### src/common/ccl_pkg.sv
// package: register map, field layout and types of the comparator control
package ccl_pkg;

   // ------------------------------------------------------------------
   // register map
   // ------------------------------------------------------------------
   localparam logic [3:0]  CCL_CTRL_OFS  = 4'h0;
   localparam logic [31:0] CCL_CTRL_RST  = 32'h0000_00C3;
   localparam logic [31:0] CCL_IMPL_MASK = 32'h0000_E1D3;
   localparam logic [31:0] CCL_WR_MASK   = 32'h0000_E0D3;

   // ------------------------------------------------------------------
   // field positions
   // ------------------------------------------------------------------
   localparam int CCL_ON_BIT   = 15;
   localparam int CCL_DRV_BIT  = 14;
   localparam int CCL_INV_BIT  = 13;
   localparam int CCL_STAT_BIT = 8;
   localparam int CCL_EDGE_LSB = 6;
   localparam int CCL_POS_BIT  = 4;
   localparam int CCL_NEG_LSB  = 0;

   // ------------------------------------------------------------------
   // types
   // ------------------------------------------------------------------
   typedef enum logic [1:0]
   {
      CCL_EDGE_NONE = 2'b00,
      CCL_EDGE_RISE = 2'b01,
      CCL_EDGE_FALL = 2'b10,
      CCL_EDGE_BOTH = 2'b11
   } ccl_edge_e;

   typedef enum logic [1:0]
   {
      CCL_NEG_PIN_B = 2'b00,
      CCL_NEG_PIN_C = 2'b01,
      CCL_NEG_PIN_D = 2'b10,
      CCL_NEG_BAND  = 2'b11
   } ccl_neg_e;

   typedef struct packed
   {
      logic      on;
      logic      drive_en;
      logic      invert;
      ccl_edge_e edge_sel;
      logic      pos_sel;
      ccl_neg_e  neg_sel;
   } ccl_ctrl_s;

   typedef struct packed
   {
      logic     enable;
      logic     pos_sel;
      ccl_neg_e neg_sel;
   } ccl_analog_s;

   localparam ccl_ctrl_s CCL_CTRL_INIT = '{1'b0, 1'b0, 1'b0,
      CCL_EDGE_BOTH, 1'b0, CCL_NEG_BAND};

endpackage

### src/ccl_sync.sv
// two-flop synchroniser for the asynchronous comparator result
`timescale 1ns/1ns
module ccl_sync
   import ccl_pkg::*;
(
   input  wire logic mclk,
   input  wire logic rst,
   input  wire logic async_in,
   output logic      sync_out
);

   logic meta_q;

   // first stage feeds the second stage only
   always_ff @(posedge mclk or posedge rst)
   begin
      if (rst)
      begin
         meta_q   <= 1'b0;
         sync_out <= 1'b0;
      end
      else
      begin
         meta_q   <= async_in;
         sync_out <= meta_q;
      end
   end

endmodule

### src/ccl_edge.sv
// edge detector that turns result transitions into one-cycle requests
`timescale 1ns/1ns
module ccl_edge
   import ccl_pkg::*;
(
   input  wire logic      mclk,
   input  wire logic      rst,
   input  wire logic      arm,
   input  wire logic      level,
   input  ccl_edge_e      edge_sel,
   output logic           irq_pulse
);

   logic prev_q;
   logic rise;
   logic fall;

   assign rise = level & ~prev_q;
   assign fall = ~level & prev_q;

   always_ff @(posedge mclk or posedge rst)
   begin
      if (rst)
         prev_q <= 1'b0;
      else
         prev_q <= level;
   end

   always_ff @(posedge mclk or posedge rst)
   begin
      if (rst)
         irq_pulse <= 1'b0;
      else
         irq_pulse <= arm & ((rise & edge_sel[0]) | (fall & edge_sel[1]));
   end
endmodule

### src/ccl_top.sv
// comparator control word, result conditioning and event generation
`timescale 1ns/1ns
// Operation
// - bit 15 enables the module; writing it leaves other fields as written.
// - disabling keeps every other stored setting for the next enable.
// - bit 14 drives the conditioned result onto the result pin while bit 15 is set.
// - bit 13 inverts the comparator result.
// - inversion also feeds the edge detector, flipping the event edge.
// - bit 8 reads back the present result, read only.
// - bits 7-6 pick events: both, falling, rising or none.
// - bit 4 picks internal reference or positive pin for plus input.
// - bits 1-0 pick band reference, pin D, pin C or pin B for minus.
// - unused bits read zero and ignore writes.
module ccl_top
   import ccl_pkg::*;
(
   input  wire logic        mclk,
   input  wire logic        rst,
   input  wire logic [3:0]  avs_address,
   input  wire logic        avs_read,
   input  wire logic        avs_write,
   input  wire logic [31:0] avs_writedata,
   input  wire logic [3:0]  avs_byteenable,
   output logic [31:0]      avs_readdata,
   output logic             avs_waitrequest,
   input  wire logic        comp_result_raw,
   output ccl_analog_s      analog_ctrl,
   output logic             result_output_pin,
   output logic             result_output_pin_oe,
   output logic             irq_pulse
);

   // ------------------------------------------------------------------
   // helpers
   // ------------------------------------------------------------------
   function automatic logic [31:0] ctrl_to_word(input ccl_ctrl_s c,
                                                input logic res);
      logic [31:0] w;
      w = 32'h0000_0000;
      w[CCL_ON_BIT]                 = c.on;
      w[CCL_DRV_BIT]                = c.drive_en;
      w[CCL_INV_BIT]                = c.invert;
      w[CCL_STAT_BIT]               = res;
      w[CCL_EDGE_LSB+1:CCL_EDGE_LSB] = c.edge_sel;
      w[CCL_POS_BIT]                = c.pos_sel;
      w[CCL_NEG_LSB+1:CCL_NEG_LSB]  = c.neg_sel;
      return w;
   endfunction

   function automatic ccl_ctrl_s word_to_ctrl(input logic [31:0] w);
      ccl_ctrl_s c;
      c.on       = w[CCL_ON_BIT];
      c.drive_en = w[CCL_DRV_BIT];
      c.invert   = w[CCL_INV_BIT];
      c.edge_sel = ccl_edge_e'(w[CCL_EDGE_LSB+1:CCL_EDGE_LSB]);
      c.pos_sel  = w[CCL_POS_BIT];
      c.neg_sel  = ccl_neg_e'(w[CCL_NEG_LSB+1:CCL_NEG_LSB]);
      return c;
   endfunction

   // ------------------------------------------------------------------
   // declarations
   // ------------------------------------------------------------------
   typedef enum logic {CCL_BUS_IDLE, CCL_BUS_ACK} ccl_bus_e;

   ccl_bus_e    bus_q;
   ccl_ctrl_s   ctrl_q;
   logic        hit;
   logic        wr_ack;
   logic        rd_ack;
   logic [31:0] lane_mask;
   logic [31:0] merged;
   logic        sync_res;
   logic        cond_d;
   logic        result_q;
   logic [3:0]  on_hist_q;
   logic        arm;

   // ------------------------------------------------------------------
   // avalon slave, one wait state per access
   // ------------------------------------------------------------------
   assign hit    = (avs_address == CCL_CTRL_OFS);
   assign wr_ack = (bus_q == CCL_BUS_ACK) & avs_write;
   assign rd_ack = (bus_q == CCL_BUS_ACK) & avs_read;

   assign avs_waitrequest = (avs_read | avs_write) &
                            (bus_q != CCL_BUS_ACK);

   always_ff @(posedge mclk or posedge rst)
   begin
      if (rst)
         bus_q <= CCL_BUS_IDLE;
      else
      begin
         case (bus_q)
            CCL_BUS_IDLE:
            begin
               if (avs_read | avs_write)
                  bus_q <= CCL_BUS_ACK;
            end
            CCL_BUS_ACK:
               bus_q <= CCL_BUS_IDLE;
            default:
               bus_q <= CCL_BUS_IDLE;
         endcase
      end
   end

   // read word is captured in the wait cycle so it is a flop at the ack
   always_ff @(posedge mclk or posedge rst)
   begin
      if (rst)
         avs_readdata <= 32'h0000_0000;
      else if ((bus_q == CCL_BUS_IDLE) & avs_read)
      begin
         if (hit)
            avs_readdata <= ctrl_to_word(ctrl_q, result_q);
         else
            avs_readdata <= 32'h0000_0000;
      end
   end

   // ------------------------------------------------------------------
   // control word
   // ------------------------------------------------------------------
   always_comb
   begin
      for (int i = 0; i < 4; i++)
         lane_mask[i*8 +: 8] = {8{avs_byteenable[i]}};
   end

   // only implemented bits take part; reserved bits are dropped
   assign merged = (ctrl_to_word(ctrl_q, 1'b0) & ~lane_mask) |
                   (avs_writedata & lane_mask & CCL_WR_MASK);

   // the enable is just one field: clearing it keeps the rest intact
   always_ff @(posedge mclk or posedge rst)
   begin
      if (rst)
         ctrl_q <= CCL_CTRL_INIT;
      else if (wr_ack & hit)
         ctrl_q <= word_to_ctrl(merged);
   end

   assign analog_ctrl.enable  = ctrl_q.on;
   assign analog_ctrl.pos_sel = ctrl_q.pos_sel;
   assign analog_ctrl.neg_sel = ctrl_q.neg_sel;

   // ------------------------------------------------------------------
   // result conditioning
   // ------------------------------------------------------------------
   ccl_sync u_sync
   (
      .mclk     (mclk),
      .rst      (rst),
      .async_in (comp_result_raw),
      .sync_out (sync_res)
   );

   // a disabled core gives no valid result, so it is held low
   assign cond_d = ctrl_q.on & (sync_res ^ ctrl_q.invert);

   always_ff @(posedge mclk or posedge rst)
   begin
      if (rst)
         result_q <= 1'b0;
      else
         result_q <= cond_d;
   end

   always_ff @(posedge mclk or posedge rst)
   begin
      if (rst)
      begin
         result_output_pin    <= 1'b0;
         result_output_pin_oe <= 1'b0;
      end
      else
      begin
         result_output_pin    <= cond_d;
         result_output_pin_oe <= ctrl_q.on & ctrl_q.drive_en;
      end
   end

   // ------------------------------------------------------------------
   // event generation
   // ------------------------------------------------------------------
   // the synchroniser and the result flop still carry samples taken while
   // the core was off, so edges stay masked until those have drained; the
   // jump from the forced low level never raises a request either
   always_ff @(posedge mclk or posedge rst)
   begin
      if (rst)
         on_hist_q <= 4'h0;
      else
         on_hist_q <= {on_hist_q[2:0], ctrl_q.on};
   end

   assign arm = ctrl_q.on & (&on_hist_q);

   ccl_edge u_edge
   (
      .mclk      (mclk),
      .rst       (rst),
      .arm       (arm),
      .level     (result_q),
      .edge_sel  (ctrl_q.edge_sel),
      .irq_pulse (irq_pulse)
   );
endmodule

### config.mk
export PLATFORM = sky130hd
export DESIGN_NAME = ccl_top
export DESIGN_NICKNAME = d
export VERILOG_FILES = /design/src/common/ccl_pkg.sv /design/src/ccl_sync.sv /design/src/ccl_edge.sv /design/src/ccl_top.sv
export SDC_FILE = /design/constraint.sdc
export NUM_CORES = 1
export LEC_CHECK = 0
export ABC_AREA = 0
export BUFFER_PORTS_ARGS = -buffer_cell sky130_fd_sc_hd__buf_4
export CAP_MARGIN = 20
export CORE_UTILIZATION = 40
export DETAILED_ROUTE_END_ITERATION = 10
export MAX_ROUTING_LAYER = met4
export PLACE_DENSITY = 0.86
export SYNTH_ARGS = -nofsm -noshare
export SYNTH_HDL_FRONTEND = slang
export SYNTH_SLANG_ARGS = --single-unit
### constraint.sdc
create_clock -name mclk -period 1.5 [get_ports mclk]
set_clock_uncertainty 0.2 [all_clocks]
set_input_delay 0 -clock mclk [delete_from_list [all_inputs] [get_ports mclk]]
set_output_delay 0 -clock mclk [all_outputs]
set_load 0.1 [all_outputs]
==> results of run 1 <==
==> worst max path at each step <==
stage / startpoint / to / slack (ns) / depth (start not counted)
after global routing: bus_q / avs_waitrequest / 0.009 / 3
after floorplan: avs_readdata[0] / avs_readdata[0] / 0.08 / 1
after CTS: bus_q / bus_q / 0.01 / 3
after global placement: avs_address[3] / flip-flop / -0.02 / 4
after detailed placement: avs_address[3] / flip-flop / -0.06 / 4
final: bus_q / avs_waitrequest / 0.07 / 3
==> per-layer routing <==
metal / wire [um] / vias up / track usage [%]
li1: - / 360 / -
met1: 863 / 375 / 17.00
met2: 1085 / 54 / 25.88
met3: 183 / 4 / 3.175
met4: 31 / 0 / 4.530
met5: 0 / - / -
==> worst min-delay path, cell delays in order <==
cell    delay, ns
buf_4        0.08
or4_4        0.14
nor2_4       0.05
mux2_1       0.18
==> kinds of logic after synthesis <==
family	synth area share [%]
buffers and inverters	17.37
flip-flops	58.32
AND/OR/NAND/NOR	8.686
AO/OA/AOI/OAI	7.136
multiplexers	7.446
XOR/XNOR	0.7240
other	0.3099
==> cell usage in the layout, fill, tap and decap left out, types with 2 or more instances in the layout <==
master | synthesis | final
nand3b_1 | 2 | 2
nor2_4 | 3 | 4
a22o_1 | 9 | 9
dlygate4sd3_1 | 0 | 13
dfrtp_1 | 24 | 23
dfstp_2 | 4 | 4
and2_1 | 2 | 2
nand3_1 | 3 | 3
mux2_1 | 8 | 8
buf_4 | 27 | 38
conb_1 | 1 | 23
clkbuf_4 | 0 | 3
==> area by class of cell <==
cell class              instances  area share (%)
inverters                       1          0.2351
multi-input cells              57           24.06
flip-flops and latches         28           44.28
well taps                      31           2.429
clock buffers                   4           2.273
repair buffers                 52           26.72
==> report_power, final <==
part | internal, uW | switching, uW | total [uW]
clock network | 148 | 209 | 357
logic | 125 | 510 | 635
registers | 826 | 45.4 | 871
==> metrics by stage <==
stage / setup TNS (ns) / hold WS, ns
4_1_cts: 0 / -0.05885
6_report: 0 / -0.05292
2_1_floorplan: 0 / -0.1686
3_3_place_gp: -0.02458 / -0.1267
5_1_grt: 0 / -0.05465
3_5_place_dp: -0.1451 / -0.1092
==> repair_timing <==
action                                  CTS  global route
endpoints found under the hold margin    38             9
resized for setup                         1             0
cloned                                    0             0
endpoints found under the setup margin    1             1
hold buffers                             13             1
==> flow_metrics.py, run 1 <==
metrics = {
    "floorplan": {
        "start_util_pct": 43.13,
        "rows": 19,
        "die_w_um": 57.00,
        "die_area_um2": 3248,
        "io_pins": 85,
        "die_y_um": 57.00,
        "floorplan.core_area_um2": 2805,
    },
    "timing": {
        "rsz0062_at_grt": "false",
        "setup_viol": 0,
        "hold_viol": 8,
        "drv_slew": 0,
        "fin_crit_sh_pct": 95.28,
        "setup_ws_ns": 0.07082,
        "min_period_ns": 1.429,
        "whs_ns": -0.05292,
        "clock.fmax_mhz": 699.7,
    },
    "logic_synthesis": {
        "ys_warn_count": 0,
        "yosys-top-cells-count": "27 x buf_4, 24 x dfrtp_1, 9 x a22o_1, 8 x mux2_1, 4 x dfstp_2",
        "seq_area_frac_synth_pct": 58.32,
        "ys_seq_elements": 28,
        "synth_most_common_cell": "buf_4",
        "synth_edf_count": 0,
        "synth_top_area_share_pct": 49.64,
        "synth_top_cells_by_area": "dfrtp_1 50%, buf_4 17%, dfstp_2 8.7%, mux2_1 7.4%, a22o_1 6.5%",
        "async_reset_ff_share_pct": 100.0,
        "syn_area_um2": 1210,
        "ys_types": 18,
        "synth_ff_type": "dfrtp_1",
        "syn_inst": 92,
        "synth.avg_cell_area_um2": 13.15,
        "yosys.area.top_type": "dfrtp_1",
    },
    "power_and_ir_drop": {
        "power_uw": 1863,
        "p_leak_uw": 0.0008195,
        "ir_drop_mv": 0.7370,
        "powerDensity_nw_per_um2": 1167,
    },
    "drt": {
        "first_iter_violations": 22,
        "avgRoutedWirePerCell_um": 12.50,
        "ant_nets": 0,
        "vias_per_cell": 4.584,
        "dr.pass1.iters": 7,
        "drc": 17,
        "wirelength_um": 2163,
        "vias": 793,
    },
    "placed_design": {
        "place_congestion": 0.7499,
        "dp_cells": 156,
        "place_ws_ns": -0.06106,
        "numPortBuffers": 35,
        "placed_cell_area_um2": 1426,
        "hpwl_um": 1496,
    },
    "critical_path": {
        "reg2reg_to": "avs_readdata[6]",
        "crit_path_end_kind": "output pin",
        "worst_setup_path_start_kind": "flip-flop",
        "crit_fanout": 4,
        "worstPathRequired_ns": 1.30,
        "r2r_cells": 3,
        "r2r_slack_ns": 0.08,
        "arrival_ns": 1.23,
        "crit_type": "reg -> out",
        "slowest_stage": "dfrtp_1",
        "slowest_delay_ns": 0.42,
        "crit_chain": "buf_4 -> nor2_4 -> buf_6",
        "cpLargestDelayFamily": "flip-flops",
        "r2r-start": "bus_q",
        "cp.buffers_inverters": 2,
    },
    "finish": {
        "multi_input_area_um2": 384.1,
        "fill_cells": 205,
        "final_util_pct": 56.91,
        "n_antenna_cell": 0,
        "nets": 188,
        "design_area_um2": 1597,
        "drive_above_1_share_pct": 37.32,
        "area_growth_pct": 31.95,
        "fin_cells": 173,
        "seq_area_um2": 706.9,
    },
    "clocking": {
        "tritoncts": "yes",
        "cts-buffers-inserted": 3,
        "path_clk_slew_ns": 0.14,
        "cts_setup_buffers": 0,
        "clock-sinks": 28,
        "cts_buffer_depth": 2,
        "htreeDepth": 1,
        "root_buffer": "clkbuf_4",
        "clock_latency_ns": 0.32,
    },
    "status": {
        "outcome": "complete, but fails checks",
        "violations": "DRC, hold timing",
    },
    "grt": {
        "grt_pass1_wl_um": 3470,
        "track_usage_pct": 14.78,
        "grt_antenna_before_repair": 0,
        "grt_pass1_vias": 761,
        "grt-ovfl-total": 0,
        "grt_max_degree": 29,
    },
    "flow_run": {
        "max_cap_viol_count": 0,
    },
    "worst_hold_path": {
        "whs_path_depth": 4,
        "hold_class": "in -> reg",
        "min_from": "avs_address[0]",
    },
}
Power figures use the tool's default switching activity.
==> inputs of run 2 (changes only) <==
--- a/config.mk
+++ b/config.mk
@@ -8,10 +8,11 @@
 export ABC_AREA = 0
 export BUFFER_PORTS_ARGS = -buffer_cell sky130_fd_sc_hd__buf_4
 export CAP_MARGIN = 20
-export CORE_UTILIZATION = 40
+export CORE_UTILIZATION = 42
+export CTS_BUF_LIST = sky130_fd_sc_hd__clkbuf_8
 export DETAILED_ROUTE_END_ITERATION = 10
 export MAX_ROUTING_LAYER = met4
-export PLACE_DENSITY = 0.86
+export PLACE_DENSITY_LB_ADDON = 0.25
 export SYNTH_ARGS = -nofsm -noshare
 export SYNTH_HDL_FRONTEND = slang
 export SYNTH_SLANG_ARGS = --single-unit
==> run 2 against run 1 <==
The flow now finishes without violations. First-iteration DRC count shrank 68%. Worst hold slack gained 0.060 ns. Via count shrank 2.6%. Cell count shrank 1.2%. Non-clock buffer count shrank 2. Core utilization grew 1.8 points. Critical path type is now in -> reg. Critical endpoint is now bus_q.
==> flow_metrics.py, run 2 (synthesized netlist as in run 1, its figures left out) <==
metrics = {
    "worst_hold_path": {
        "hold_class": "in -> reg",
        "whs_path_depth": 4,
        "min_from": "avs_write",
    },
    "critical_path": {
        "slowest_delay_ns": 0.55,
        "crit_fanout": 2,
        "worst_setup_path_start_kind": "input pin",
        "r2r_cells": 3,
        "r2r-start": "bus_q",
        "arrival_ns": 1.41,
        "cp_common_cell": "dlygate4sd3_1",
        "r2r_slack_ns": 0.09,
        "crit_type": "in -> reg",
        "crit_path_end_kind": "flip-flop",
        "crit_chain": "dlygate4sd3_1 -> buf_4 -> nor2_2 -> nor2_4 -> dlygate4sd3_1",
        "slowest_stage": "dlygate4sd3_1",
        "worstPathRequired_ns": 1.46,
    },
    "clocking": {
        "cts_setup_buffers": 0,
        "clock_latency_ns": 0.27,
        "cts-buffers-inserted": 3,
        "tritoncts": "yes",
        "clock-sinks": 28,
        "cts_buffer_depth": 2,
        "htreeDepth": 1,
        "root_buffer": "clkbuf_8",
        "path_clk_slew_ns": 0.09,
    },
    "timing": {
        "setup_viol": 0,
        "fin_crit_sh_pct": 96.60,
        "hold_viol": 0,
        "clock.fmax_mhz": 690.1,
        "min_period_ns": 1.449,
        "rsz0062_at_grt": "false",
        "drv_slew": 0,
    },
    "floorplan": {
        "rows": 19,
        "start_util_pct": 44.26,
        "die_y_um": 55.67,
        "die_w_um": 55.67,
        "die_area_um2": 3099,
        "floorplan.core_area_um2": 2734,
        "io_pins": 85,
    },
    "finish": {
        "design_area_um2": 1604,
        "fin_cells": 171,
        "multi_input_area_um2": 391.6,
        "nets": 186,
        "mostFrequentLayoutCell": "buf_4",
        "n_antenna_cell": 0,
        "seq_area_um2": 706.9,
        "layout_common_cells": "37 x buf_4, 23 x dfrtp_1, 23 x conb_1, 13 x dlygate4sd3_1, 9 x a22o_1",
        "drive_above_1_share_pct": 37.86,
        "fill_cells": 231,
        "area_growth_pct": 32.58,
        "final_util_pct": 58.67,
    },
    "drt": {
        "drc": 0,
        "wirelength_um": 1906,
        "dr.pass1.iters": 4,
        "avgRoutedWirePerCell_um": 11.15,
        "first_iter_violations": 7,
        "vias": 772,
        "ant_nets": 0,
        "vias_per_cell": 4.515,
    },
    "grt": {
        "grt-ovfl-total": 0,
        "grt_pass1_wl_um": 3180,
        "grt_pass1_vias": 727,
        "grt_antenna_before_repair": 0,
        "track_usage_pct": 13.92,
        "grt_max_degree": 29,
    },
    "power_and_ir_drop": {
        "ir_drop_mv": 0.8116,
        "powerDensity_nw_per_um2": 1218,
        "p_leak_uw": 0.0008183,
    },
    "placed_design": {
        "place_congestion": 0.6900,
        "placed_cell_area_um2": 1411,
        "dp_cells": 154,
        "hpwl_um": 1387,
        "numPortBuffers": 35,
    },
    "flow_run": {
        "max_cap_viol_count": 0,
    },
    "status": {
        "outcome": "complete, no violations",
    },
}
[run 2: cell types whose count changed in the layout (fill, tap and decap cells not counted)]
cell / delta
nor2_2: +1
nand3_2: +1
nor2_1: -1
buf_4: -1
clkbuf_8: +3
clkbuf_4: -3
nand3_1: -1
buf_6: -1
[run 2: layout make-up]
| cell class | count | share of cell area (%) |
|---|---|---|
| Multi-Input combinational cell | 57 | 24.41 |
| Inverter | 1 | 0.2340 |
| Tap cell | 31 | 2.418 |
| Timing Repair Buffer | 50 | 25.43 |
| Sequential cell | 28 | 44.07 |
| Clock buffer | 4 | 3.432 |
[run 2: metrics by stage]
step                      setup slack, ns  hold WS [ns]  TNS (ns)  total power (uW)
after global placement           -0.04770       -0.1202  -0.08748              1475
final                             0.05103      0.006907         0              1954
after floorplan                   0.08085       -0.1686         0              1444
after global routing              0.01108       0.02304         0              2019
after CTS                         0.03343       0.01594         0              1970
after detailed placement         -0.07398       -0.1074   -0.2694              1481
[run 2: routing by layer]
metal | up-vias | GRT usage, % | wire length (um)
met1 | 365 | 15.89 | 781
met4 | 0 | 8.571 | 51
li1 | 358 | - | -
met3 | 5 | 1.860 | 117
met5 | - | - | 0
met2 | 44 | 23.24 | 955
[run 2: how the worst max path moves through the flow]
stage | end | cells after the start | start
after detailed placement | flip-flop | 4 | avs_address[3]
after global routing | flip-flop | 3 | bus_q
after global placement | flip-flop | 4 | avs_address[3]
after floorplan | avs_readdata[0] | 1 | avs_readdata[0]
after CTS | bus_q | 5 | avs_read
final | bus_q | 5 | avs_read
[run 2: timing repair]
item / CTS / global route
hold endpoints to repair: 38 / 2
hold buffers: 12 / 1
endpoints found under the setup margin: 0 / 2
gates resized for setup: 0 / 2
[run 2: power breakdown]
| part | internal, uW | switching, uW |
|---|---|---|
| clock | 235 | 224 |
| sequential | 825 | 43.9 |
| combinational | 121 | 503 |
[run 2: critical path, delay by kind of cell]
family	cells	cell delay, ns
buf+inv	3	1.22
simple gates	2	0.18
==> inputs of run 3 (changes only) <==
--- a/config.mk
+++ b/config.mk
@@ -8,7 +8,9 @@
 export ABC_AREA = 0
 export BUFFER_PORTS_ARGS = -buffer_cell sky130_fd_sc_hd__buf_4
 export CAP_MARGIN = 20
-export CORE_UTILIZATION = 42
+export CELL_PAD_IN_SITES_DETAIL_PLACEMENT = 0
+export CELL_PAD_IN_SITES_GLOBAL_PLACEMENT = 2
+export CORE_UTILIZATION = 24
 export CTS_BUF_LIST = sky130_fd_sc_hd__clkbuf_8
 export DETAILED_ROUTE_END_ITERATION = 10
 export MAX_ROUTING_LAYER = met4
==> run 3 against run 2 <==
Global-route usage fell by 5.3 points. Sequential power is essentially flat. Clock-buffer cell count did not move. Clock power hardly changed. Total power increased by 0.34%. Cell count up 22%. Combinational power is essentially flat. Sequential share of layout area decreased by 1.2 points. Wire length grew 12%.
==> flow_metrics.py, run 3 (synthesized netlist as in run 1, its figures left out) <==
metrics = {
    "clocking": {
        "path_clk_slew_ns": 0.09,
        "clock-sinks": 28,
        "postCtsHoldBufs": 12,
        "htreeDepth": 1,
        "clock_latency_ns": 0.27,
        "cts-buffers-inserted": 3,
        "cts_buffer_depth": 2,
        "root_buffer": "clkbuf_8",
        "cts_setup_buffers": 0,
        "tritoncts": "yes",
    },
    "finish": {
        "layout_common_cells": "39 x buf_4, 23 x dfrtp_1, 23 x conb_1, 12 x dlygate4sd3_1, 9 x a22o_1",
        "n_antenna_cell": 0,
        "nets": 187,
        "mostFrequentLayoutCell": "buf_4",
        "seq_area_um2": 706.9,
        "fin_cells": 208,
        "final_util_pct": 34.46,
        "multi_input_area_um2": 386.6,
        "drive_above_1_share_pct": 38.30,
        "area_growth_pct": 36.30,
        "fill_cells": 512,
    },
    "timing": {
        "rsz0062_at_grt": "false",
        "hold_viol": 0,
        "setup_viol": 0,
        "clock.fmax_mhz": 689.0,
        "min_period_ns": 1.451,
        "fin_crit_sh_pct": 96.76,
        "drv_slew": 0,
    },
    "power_and_ir_drop": {
        "p_comb_share_pct": 32.0,
        "p_switching_uw": 777.3,
        "swShare_pct": 39.65,
        "p_leak_uw": 0.0008219,
        "ir_drop_mv": 0.4983,
        "seq_power_share_pct": 44.4,
        "internal_power_uw": 1183,
        "clockPowerShare_pct": 23.6,
        "powerDensity_nw_per_um2": 1189,
    },
    "critical_path": {
        "arrival_ns": 1.41,
        "slowest_stage": "dlygate4sd3_1",
        "worst_setup_path_start_kind": "input pin",
        "crit_type": "in -> reg",
        "crit_chain": "dlygate4sd3_1 -> buf_4 -> nor2_2 -> nor2_4 -> dlygate4sd3_1",
        "cp_common_cell": "dlygate4sd3_1",
        "worstPathRequired_ns": 1.46,
        "crit_path_end_kind": "flip-flop",
        "crit_fanout": 2,
        "slowest_delay_ns": 0.55,
    },
    "floorplan": {
        "die_w_um": 73,
        "rows": 25,
        "io_pins": 85,
        "start_util_pct": 25.28,
        "floorplan.core_area_um2": 4786,
        "die_y_um": 73,
        "die_area_um2": 5329,
    },
    "grt": {
        "grt_max_degree": 29,
        "track_usage_pct": 8.643,
        "grt_pass1_vias": 723,
        "grt_pass1_wl_um": 3367,
        "grt-ovfl-total": 0,
        "grt_antenna_before_repair": 0,
    },
    "flow_run": {
        "max_cap_viol_count": 0,
    },
    "drt": {
        "wirelength_um": 2136,
        "vias": 773,
        "vias_per_cell": 3.716,
        "dr.pass1.iters": 2,
        "ant_nets": 0,
        "first_iter_violations": 31,
        "avgRoutedWirePerCell_um": 10.27,
        "drc": 0,
    },
    "placed_design": {
        "hpwl_um": 1580,
        "numPortBuffers": 35,
        "place_congestion": 0.6650,
        "dp_cells": 192,
    },
    "worst_hold_path": {
        "hold_class": "in -> reg",
    },
    "status": {
        "outcome": "complete, no violations",
    },
}
-- run 3: critical path: cells and delay by family --
kind | cells | cell delay [ns]
AND/OR/NAND/NOR | 2 | 0.18
buffers and inverters | 3 | 1.23
-- run 3: layer usage --
metal  part of all wire, %  global-route usage (%)
met5                     0                       -
met1                    42                   9.792
met4                  0.66                   2.614
met2                    53                   14.40
met3                   4.1                   2.901
-- run 3: cell type report --
type                       count  area share (%)
multi-input combinational     57           23.44
inverter                       1          0.2276
timing repair buffer          51           25.04
tap                           67           5.083
clock buffer                   4           3.338
sequential                    28           42.87
-- run 3: power by group through the flow --
stage	clock network [uW]	registers, uW	logic [uW]
after global placement	0	887	601
after CTS	487	873	630
final	462	871	627
after floorplan	0	926	518
after global routing	520	881	649
after detailed placement	0	888	602
-- run 3: stage by stage --
stage	cell area (um2)	TNS (ns)	power, uW	hold WS (ns)	setup slack, ns
after floorplan	1301	0	1444	-0.1686	0.08085
after global placement	1471	-0.04527	1488	-0.1020	-0.03120
after detailed placement	1471	-0.1827	1490	-0.09770	-0.05095
after CTS	1647	0	1990	-0.001872	0.01341
after global routing	1649	0	2049	-0.003408	0.01631
final	1649	0	1960	0.002782	0.04853
-- run 3: repair_timing --
item                                    in CTS  in global routing
resized for setup                            0                  1
endpoints found under the hold margin       38                  2
endpoints found under the setup margin       0                  1
-- run 3: worst paths after layout --
kind	from	endpoint	slack, ns	cells past startpoint
max	avs_read	bus_q	0.05	5
min	avs_address[0]	flip-flop	0.003	4
max reg2reg	bus_q	flip-flop	0.09	3
min reg2reg	u_sync.meta_q	u_sync.sync_out	0.16	0
max in group asynchronous	rst	asynchronous set/reset pin	0.64	4
min in group asynchronous	rst	u_sync.meta_q	0.15	4
